$ cat config.mk
export PLATFORM = sky130hd
export DESIGN_NAME = prsg_core
export DESIGN_NICKNAME = d
export VERILOG_FILES = /design/src/prsg_pkg.sv /design/src/prsg_timer.sv /design/src/prsg_core.sv
export SDC_FILE = /design/constraint.sdc
export NUM_CORES = 2
export LEC_CHECK = 0
export BUFFER_PORTS_ARGS = -buffer_cell sky130_fd_sc_hd__buf_2
export CAP_MARGIN = 20
export CELL_PAD_IN_SITES_DETAIL_PLACEMENT = 1
export CELL_PAD_IN_SITES_GLOBAL_PLACEMENT = 1
export CORE_MARGIN = 2
export CORE_UTILIZATION = 45
export CTS_BUF_LIST = sky130_fd_sc_hd__clkbuf_8 sky130_fd_sc_hd__clkbuf_16
export DETAILED_ROUTE_END_ITERATION = 6
export MAX_ROUTING_LAYER = met4
export PLACE_DENSITY_LB_ADDON = 0.1
export SLEW_MARGIN = 25
export SYNTH_ARGS = -nofsm -noshare
export SYNTH_HDL_FRONTEND = slang
export SYNTH_SLANG_ARGS = --single-unit
$ cat constraint.sdc
create_clock -name clk_i -period 10.17 [get_ports clk_i]
set_input_delay 0.5085 -clock clk_i [delete_from_list [all_inputs] [get_ports clk_i]]
set_output_delay 0.5085 -clock clk_i [all_outputs]
set_load 0.1 [all_outputs]
$ cat src/prsg_pkg.sv
// Package for the ramp and sweep generator: widths, codes, states, config carriers
// Assumes a single comparison-rate clock and synchronous configuration inputs
package prsg_pkg;

    // ------------------------------------------------------------
    // Widths and counts
    // ------------------------------------------------------------
    localparam int DEV_W = 16;
    localparam int SHIFT_W = 4;
    localparam int STEP_W = 20;
    localparam int DIV_W = 12;
    localparam int DLY_W = 12;
    localparam int TMR_W = 24;
    localparam int ACC_W = 56;
    localparam int SET_N = 2;

    // ------------------------------------------------------------
    // Reset values and ramp type codes
    // ------------------------------------------------------------
    localparam logic [ACC_W-1:0] ACC_RST = 56'h00000000000000;
    localparam logic [STEP_W-1:0] STEP_RST = 20'h00000;
    localparam logic [TMR_W-1:0] TMR_RST = 24'h000000;
    localparam logic [DLY_W-1:0] DLY_UNIT_ONE = 12'h001;
    localparam logic [1:0] RAMP_SAW = 2'h0;
    localparam logic [1:0] RAMP_TRI = 2'h1;
    localparam logic [1:0] RAMP_SSAW = 2'h2;
    localparam logic [1:0] RAMP_SBURST = 2'h3;

    // ------------------------------------------------------------
    // Types
    // ------------------------------------------------------------
    typedef enum logic [2:0] {
        ST_IDLE = 3'h0,
        ST_DELAY = 3'h1,
        ST_RAMP = 3'h2,
        ST_RETURN = 3'h3,
        ST_HOLD = 3'h4
    } prsg_state_t;

    typedef struct packed {
        logic [DEV_W-1:0] step_deviation_word;
        logic [SHIFT_W-1:0] deviation_shift;
    } prsg_dev_t;

    typedef struct packed {
        logic [1:0] ramp_type;
        logic ramp_start;
        logic counter_reset;
        logic two_rate_en;
        logic fsk_en;
        logic parabolic_en;
        logic delay_start_en;
        logic delay_scale;
        logic delay_between_en;
        logic fast_lock_en;
        logic [DLY_W-1:0] delay_word;
        logic [DIV_W-1:0] step_timer_divider_a;
        logic [DIV_W-1:0] step_timer_divider_b;
    } prsg_cfg_t;

endpackage : prsg_pkg

$ cat src/prsg_timer.sv
// Interval timer: pulses once every period cycles while enabled
// Assumes the enable drops for a cycle whenever the count must restart
`timescale 1ns/1ps
module prsg_timer
(
    input wire logic clk_i,
    input wire logic rstn_i,
    input wire logic en_i,
    input wire logic [prsg_pkg::TMR_W-1:0] period_i,
    output logic tick_o
);

    logic [prsg_pkg::TMR_W-1:0] cnt_q;
    logic [prsg_pkg::TMR_W-1:0] cnt_d;
    logic [prsg_pkg::TMR_W-1:0] last;

    // ------------------------------------------------------------
    // Count and expiry
    // ------------------------------------------------------------
    always_comb
    begin
        last = (period_i == prsg_pkg::TMR_RST) ? prsg_pkg::TMR_RST : period_i - 24'h000001;
        tick_o = en_i && (cnt_q >= last);
        if (!en_i || tick_o)
        begin
            cnt_d = prsg_pkg::TMR_RST;
        end
        else
        begin
            cnt_d = cnt_q + 24'h000001;
        end
    end

    always_ff @(posedge clk_i or negedge rstn_i)
    begin
        if (!rstn_i)
        begin
            cnt_q <= prsg_pkg::TMR_RST;
        end
        else
        begin
            cnt_q <= cnt_d;
        end
    end

endmodule : prsg_timer

$ cat src/prsg_core.sv
// Ramp and sweep generator stepping the fractional divide offset
// Assumes config and write strobes come from host logic on the same clock
`timescale 1ns/1ps
module prsg_core
(
    input wire logic clk_i,
    input wire logic rstn_i,
    input wire prsg_pkg::prsg_cfg_t cfg_i,
    input wire logic dev_wr_i,
    input wire logic dev_sel_i,
    input wire prsg_pkg::prsg_dev_t dev_i,
    input wire logic step_wr_i,
    input wire logic step_sel_i,
    input wire logic [prsg_pkg::STEP_W-1:0] step_cnt_i,
    output logic [prsg_pkg::ACC_W-1:0] frac_offset_o,
    output logic ramp_busy_o,
    output logic fast_lock_o,
    output logic rate_sel_o
);

    localparam int AW = prsg_pkg::ACC_W;

    function automatic logic signed [AW-1:0] dev_inc(input prsg_pkg::prsg_dev_t d);
        logic signed [AW-1:0] ext;
        ext = {{(AW-prsg_pkg::DEV_W){d.step_deviation_word[prsg_pkg::DEV_W-1]}},
               d.step_deviation_word};
        return ext <<< d.deviation_shift;
    endfunction : dev_inc

    // ------------------------------------------------------------
    // Stored deviation sets and step counts
    // ------------------------------------------------------------
    prsg_pkg::prsg_dev_t dev_set_q [prsg_pkg::SET_N];
    prsg_pkg::prsg_dev_t dev_set_d [prsg_pkg::SET_N];
    logic [prsg_pkg::STEP_W-1:0] steps_q [prsg_pkg::SET_N];
    logic [prsg_pkg::STEP_W-1:0] steps_d [prsg_pkg::SET_N];

    generate
        for (genvar s = 0; s < prsg_pkg::SET_N; s++)
        begin : g_set
            always_comb
            begin
                dev_set_d[s] = (dev_wr_i && (int'(dev_sel_i) == s)) ? dev_i : dev_set_q[s];
                steps_d[s] = (step_wr_i && (int'(step_sel_i) == s)) ? step_cnt_i : steps_q[s];
            end
            always_ff @(posedge clk_i or negedge rstn_i)
            begin
                if (!rstn_i)
                begin
                    dev_set_q[s] <= '0;
                    steps_q[s] <= prsg_pkg::STEP_RST;
                end
                else
                begin
                    dev_set_q[s] <= dev_set_d[s];
                    steps_q[s] <= steps_d[s];
                end
            end
        end
    endgenerate

    // ------------------------------------------------------------
    // Timers
    // ------------------------------------------------------------
    prsg_pkg::prsg_state_t state_q;
    prsg_pkg::prsg_state_t state_d;
    logic step_tick;
    logic dly_tick;
    logic [prsg_pkg::TMR_W-1:0] step_period;
    logic [prsg_pkg::TMR_W-1:0] dly_period;
    logic [prsg_pkg::DLY_W-1:0] dly_unit;

    assign dly_unit = cfg_i.delay_scale ? cfg_i.step_timer_divider_a : prsg_pkg::DLY_UNIT_ONE;
    assign dly_period = cfg_i.delay_word * dly_unit;
    assign step_period = cfg_i.step_timer_divider_a * cfg_i.step_timer_divider_b;

    prsg_timer u_step_timer
    (
        .clk_i(clk_i),
        .rstn_i(rstn_i),
        .en_i((state_q == prsg_pkg::ST_RAMP) || (state_q == prsg_pkg::ST_RETURN)),
        .period_i(step_period),
        .tick_o(step_tick)
    );

    prsg_timer u_dly_timer
    (
        .clk_i(clk_i),
        .rstn_i(rstn_i),
        .en_i(state_q == prsg_pkg::ST_DELAY),
        .period_i(dly_period),
        .tick_o(dly_tick)
    );

    // ------------------------------------------------------------
    // Sweep sequencer
    // ------------------------------------------------------------
    logic signed [AW-1:0] acc_q, acc_d, incr_q, incr_d, out_q, out_d, lin;
    logic [prsg_pkg::STEP_W-1:0] cnt_q, cnt_d, act_steps_q, act_steps_d;
    logic [prsg_pkg::DLY_W-1:0] fl_cnt_q, fl_cnt_d;
    prsg_pkg::prsg_dev_t act_dev_q, act_dev_d;
    logic dir_q, dir_d, rate_q, rate_d, fsk_q, fsk_d, fl_q, fl_d;
    logic launch, finish, use_dly;

    always_comb
    begin
        state_d = state_q;
        acc_d = acc_q;
        incr_d = incr_q;
        cnt_d = cnt_q;
        dir_d = dir_q;
        rate_d = rate_q;
        fsk_d = fsk_q;
        fl_d = fl_q;
        fl_cnt_d = fl_cnt_q;
        act_dev_d = act_dev_q;
        act_steps_d = act_steps_q;
        launch = 1'b0;
        finish = 1'b0;
        use_dly = 1'b0;
        lin = dev_inc(act_dev_q);
        if (!cfg_i.ramp_start)
        begin
            state_d = prsg_pkg::ST_IDLE;
            fl_d = 1'b0;
        end
        else
        begin
            unique case (state_q)
                prsg_pkg::ST_IDLE:
                begin
                    acc_d = prsg_pkg::ACC_RST;
                    incr_d = prsg_pkg::ACC_RST;
                    fsk_d = 1'b0;
                    rate_d = 1'b0;
                    launch = 1'b1;
                    use_dly = cfg_i.delay_start_en;
                end
                prsg_pkg::ST_DELAY:
                begin
                    if (dly_tick)
                    begin
                        state_d = prsg_pkg::ST_RAMP;
                    end
                end
                prsg_pkg::ST_RAMP:
                begin
                    if (step_tick)
                    begin
                        fsk_d = cfg_i.fsk_en ? !fsk_q : 1'b0;
                        if (cfg_i.parabolic_en)
                        begin
                            if (dir_q)
                            begin
                                acc_d = acc_q - incr_q;
                                incr_d = incr_q - lin;
                            end
                            else
                            begin
                                incr_d = incr_q + lin;
                                acc_d = acc_q + incr_d;
                            end
                        end
                        else
                        begin
                            acc_d = dir_q ? acc_q - lin : acc_q + lin;
                        end
                        cnt_d = cnt_q + 20'h00001;
                        if (cnt_d >= act_steps_q)
                        begin
                            cnt_d = prsg_pkg::STEP_RST;
                            if (cfg_i.ramp_type == prsg_pkg::RAMP_SBURST)
                            begin
                                state_d = prsg_pkg::ST_HOLD;
                            end
                            else if (cfg_i.ramp_type == prsg_pkg::RAMP_TRI)
                            begin
                                dir_d = !dir_q;
                                finish = dir_q;
                            end
                            else
                            begin
                                state_d = prsg_pkg::ST_RETURN;
                            end
                        end
                    end
                end
                prsg_pkg::ST_RETURN:
                begin
                    if (step_tick)
                    begin
                        acc_d = prsg_pkg::ACC_RST;
                        incr_d = prsg_pkg::ACC_RST;
                        fsk_d = 1'b0;
                        if (cfg_i.ramp_type == prsg_pkg::RAMP_SSAW)
                        begin
                            state_d = prsg_pkg::ST_HOLD;
                        end
                        else
                        begin
                            finish = 1'b1;
                        end
                    end
                end
                prsg_pkg::ST_HOLD:
                begin
                    state_d = prsg_pkg::ST_HOLD;
                end
                default:
                begin
                    state_d = prsg_pkg::ST_IDLE;
                end
            endcase
            if (finish)
            begin
                rate_d = cfg_i.two_rate_en ? !rate_q : rate_q;
                launch = 1'b1;
                use_dly = cfg_i.delay_between_en;
                fl_d = cfg_i.delay_between_en && cfg_i.fast_lock_en;
                fl_cnt_d = '0;
            end
            else if (fl_q)
            begin
                fl_cnt_d = fl_cnt_q + 12'h001;
                fl_d = (fl_cnt_d < dly_unit) && (state_q == prsg_pkg::ST_DELAY);
            end
            if (launch)
            begin
                act_dev_d = dev_set_q[(cfg_i.fsk_en || !rate_d) ? 0 : 1];
                act_steps_d = steps_q[(cfg_i.fsk_en || !rate_d) ? 0 : 1];
                cnt_d = prsg_pkg::STEP_RST;
                dir_d = 1'b0;
                state_d = use_dly ? prsg_pkg::ST_DELAY : prsg_pkg::ST_RAMP;
            end
        end
        if (cfg_i.counter_reset)
        begin
            acc_d = prsg_pkg::ACC_RST;
            incr_d = prsg_pkg::ACC_RST;
            cnt_d = prsg_pkg::STEP_RST;
            dir_d = 1'b0;
            fsk_d = 1'b0;
        end
        out_d = fsk_d ? acc_d + dev_inc(dev_set_q[1]) : acc_d;
    end

    always_ff @(posedge clk_i or negedge rstn_i)
    begin
        if (!rstn_i)
        begin
            state_q <= prsg_pkg::ST_IDLE;
            acc_q <= prsg_pkg::ACC_RST;
            incr_q <= prsg_pkg::ACC_RST;
            out_q <= prsg_pkg::ACC_RST;
            cnt_q <= prsg_pkg::STEP_RST;
            act_steps_q <= prsg_pkg::STEP_RST;
            act_dev_q <= '0;
            fl_cnt_q <= '0;
            dir_q <= 1'b0;
            rate_q <= 1'b0;
            fsk_q <= 1'b0;
            fl_q <= 1'b0;
        end
        else
        begin
            state_q <= state_d;
            acc_q <= acc_d;
            incr_q <= incr_d;
            out_q <= out_d;
            cnt_q <= cnt_d;
            act_steps_q <= act_steps_d;
            act_dev_q <= act_dev_d;
            fl_cnt_q <= fl_cnt_d;
            dir_q <= dir_d;
            rate_q <= rate_d;
            fsk_q <= fsk_d;
            fl_q <= fl_d;
        end
    end

    assign frac_offset_o = out_q;
    assign ramp_busy_o = (state_q == prsg_pkg::ST_DELAY) || (state_q == prsg_pkg::ST_RAMP)
                         || (state_q == prsg_pkg::ST_RETURN);
    assign fast_lock_o = fl_q;
    assign rate_sel_o = rate_q;
endmodule : prsg_core

==> run summary <==
The net switching component of the power is 8.33 mW. The shortest clock period the worst path allows after layout is 12080 ps. The share of the synthesized area in the top cell type came out at 21.4%.

The initial antenna violation count is 2. Setup repair after global routing could not meet its margin everywhere. The sequential cell area fraction in the yosys report is 21.4%. The starting density of the core came out at 45.4%.

The HPWL after detailed placement is 128 mm. Leaving out fill and tap cells, the most frequent cells in the layout are buf_4, nand2_1, inv_1. Setup violations remaining at the end of the flow were counted as 50. The die is 316 um wide. The synthesis-to-layout area growth came out at 28.4%.

The share of final-layout standard cells stronger than drive strength 1 is 25.8%. The routed wire length came out at 169 mm. The total chip power came out at 17.1 mW. The clock buffer count from CTS came out at 48. The worst clock skew is 30.5 ps. The I/O pin total came out at 152. The final reports fail on setup timing. Detailed routing inserted a total of 44300 vias. The critical path is of the input port to flip-flop type. The part of the cycle the worst path needs is 119%.

The arrival time at the worst endpoint came out at 12570 ps. The combinational power share came out at 78.0%. The floorplan step defined a core boundary enclosing 96700 sq um. The overflow left after global routing is 0.

Dividing the detail-routed wire length by the instance count gives 22.1 um. The startpoint kind of the worst setup timing path is an input port. In the routed design, unresolved DRC markers number 0.

The clock-pin slew reported for the worst setup and hold paths after clock tree synthesis is 60 ps. The worst setup path is captured at a flip-flop. Yosys attributes the largest share of cell area to dfrtp_1, ha_1, fa_1, nand2_1, xnor2_1.

The cell row count came out at 114. The run finished, with violations left. The final hold violation count came out at 0. The wire length of the first global-routing pass is 259 mm. The tree is rooted in a clkbuf_16. The worst max-slew margin expressed relative to the limit is 24.9%. The cell with the biggest individual delay on the critical path is fa_1. The design internal power came out at 8.73 mW. In the post-route analysis, the smallest setup slack over all paths is -1910 ps. Routability-driven placement finished with a final weighted congestion of 0.958. The final net count came out at 7040. The most instantiated flip-flop cell in the synthesis netlist is dfrtp_1. In this design, the stage delay of the slowest critical-path cell is 550 ps.

The min-delay analysis places its worst path in the category input port to flip-flop. The number of detailed-route iterations in the first pass is 5. Cells fill 58.3% of the core in the end.

The placed instances occupy a cell area of 52900 sq um. The library cell used most frequently in the layout, excluding fill and tap cells, is buf_4. The cell area after synthesis came out at 43900 sq um. The flip-flop and latch count after synthesis came out at 375. The count of nets left with antenna violations once routing finished came out at 0. The total of max-cap violations is 0. Using the TritonRoute via totals, the vias-per-cell ratio works out to 5.81. The number of pins exceeding their max-slew limit in the final report came out at 0. The number of flops mapped to enable cells by yosys came out at 0. In this run the vertical extent of the chip is 316 um. The CTS tree is done.

The maximum clock rate came out at 82.8 MHz. The number of design-rule violations left by the first detailed-router iteration came out at 2933. VDD sags by at most 266 uV. The top cell type by total area after synthesis is dfrtp_1.

Data on the critical path is required at its endpoint by 10660 ps. The transition time at the pin with the least slew margin is 1110 ps. The floorplan step defined a die boundary enclosing 100000 sq um. The post-layout instance area is 56400 sq um.

The worst-case hold slack came out at 97.9 ps. The number of global-route vias before repair is 46400. Per report_power, the clock group accounts for 11.0% of the total. The number of port buffers is 151.

The dominant cell type by count on the critical path is a21o_1. Entering global routing, the biggest net connects 82 pins. The power per standard cell area came out at 303 nW/um^2. The maximum net fanout on the critical path is 7. The synthesized netlist cell count is 5346. The share of power burned in registers came out at 11.0%. The share of synthesized registers carrying an async set or reset came out at 100%. The depth of the CTS H-tree came out at 2. The number of unique standard cell types used by synthesis came out at 84. The clock reaches the later pin of the worst-skew pair after 670 ps. The switching share of power came out at 48.8%. The number of nets produced by synthesis is 6074. The clock passes through at most 3 buffers. The total routing resource utilization after global routing came out at 33.5%.

The final total negative setup slack is -54150 ps. The sink count of the clock tree came out at 375. For this design the static power due to leakage is 28.4 nW. The synthesis warning total is 0.

The mean post-synth cell area is 8.22 sq um.
==> registers in the layout, indices dropped and copies added, names as in the netlist, 3 cells and up <==
register and flops:
frac_offset_o 56, acc_q 56, u_step_timer.cnt_q 24, cnt_q 20, fl_cnt_q 12, act_dev_q 20, incr_q 56, steps_q 40
dev_set_q 40, state_q 3, u_dly_timer.cnt_q 24, act_steps_q 20
==> worst paths after layout <==
| path | start | endpoint | slack [ps] | cells past startpoint |
|---|---|---|---|---|
| hold reg to reg | act_steps_q[6]$_DFFE_PN0P_ | act_steps_q[6]$_DFFE_PN0P_ | 480 | 2 |
| setup / recovery | cfg_i[18] | frac_offset_o[52]$_DFF_PN0_ | -1910 | 60 |
| max in group asynchronous | rstn_i | steps_q[24]$_DFFE_PN0P_ | 7630 | 4 |
| setup reg to reg | act_dev_q[1]$_DFFE_PN0P_ | frac_offset_o[52]$_DFF_PN0_ | -1280 | 46 |
| min in group asynchronous | rstn_i | u_step_timer.cnt_q[0]$_DFF_PN0_ | 460 | 2 |
| hold / removal | dev_i[17] | dev_set_q[37]$_DFFE_PN0P_ | 100 | 2 |
==> metal layers <==
layer  part of all wire, %  global-route usage, %  vias to the layer above  wire length [um]
met5                     0                      -                        -                 0
met4                   2.8                   8.04                        0              4810
met3                   4.8                   3.43                      301              8150
met2                    46                   52.6                     1200             77300
met1                    47                   46.6                    22300             78500
li1                      -                      -                    20500                 -
==> cell families (layout without fill, tap and decap cells) <==
logic type                 count (synthesis)  in the layout  synth area share (%)
other                                      0              2                     0
muxes                                    229            229                  5.93
adders and majority gates                635            635                  21.6
and+or+nand+nor                         1619           1619                  17.2
xor gates and xnor gates                 402            402                  8.02
AOI/OAI and AO/OA                       1383           1383                  19.9
DFF                                      375            375                  21.4
buffers and inverters                    703           1709                  6.05
==> Yosys cell counts, types with 44 or more instances <==
master    count
clkbuf_1    229
a21o_1      153
inv_1       429
and2_1       78
nand3_1     119
xnor2_1     252
fa_1        204
dfrtp_1     375
xor2_1      150
o21ai_0     337
and3_1       79
a21oi_1     400
nand2_1     639
o31ai_1      87
nand4_1      44
nor3_1       93
o21bai_1     57
nor2_1      341
a22o_1       49
ha_1        431
mux2i_1     113
mux2_2      101
nand2b_1     49
==> layout make-up <==
cell class | count | area, sq um
flip-flops and latches | 375 | 9390
clock buffers | 53 | 1270
diodes | 2 | 5.00
fillers | 11600 | 40300
repair buffers | 1182 | 8920
well taps | 1276 | 1600
clock inverters | 37 | 452
multi-input cells | 4268 | 33100
inverters | 437 | 1640
==> power by group through the flow <==
stage | clock network [mW] | logic (mW) | registers, mW
4_1_cts | 1.92 | 12.6 | 1.87
6_report | 1.89 | 13.3 | 1.88
3_3_place_gp | 0 | 11.8 | 1.88
2_1_floorplan | 0 | 6.95 | 1.82
5_1_grt | 1.97 | 14.4 | 1.90
3_5_place_dp | 0 | 12.1 | 1.89
==> what timing repair did <==
| action | 4_1_cts | 5_1_grt |
|---|---|---|
| pin swaps | 93 | 93 |
| buffers inserted | 51 | 42 |
| endpoints found under the setup margin | 49 | 62 |
| resized for setup | 132 | 147 |
| hold buffers | 1 | 0 |
| endpoints found under the hold margin | 74 | 0 |
| gates cloned | 0 | 2 |
==> worst max-delay path, delay by kind of cell <==
| family | cells | cell delay [ps] |
|---|---|---|
| AO/OA/AOI/OAI | 31 | 5800 |
| XOR/XNOR | 2 | 390 |
| adder cells (fa/ha/maj) | 7 | 2810 |
| buffers and inverters | 10 | 1090 |
| multiplexers | 1 | 80 |
| AND/OR/NAND/NOR | 9 | 1870 |
==> stage by stage <==
stage               cells  worst slack [ps]
floorplan            5346             -1330
global placement     7446             -1950
detailed placement   7446             -2510
CTS                  7586             -1220
global route         7629             -2120
finish               7630             -1910
Power figures use the tool's default switching activity.
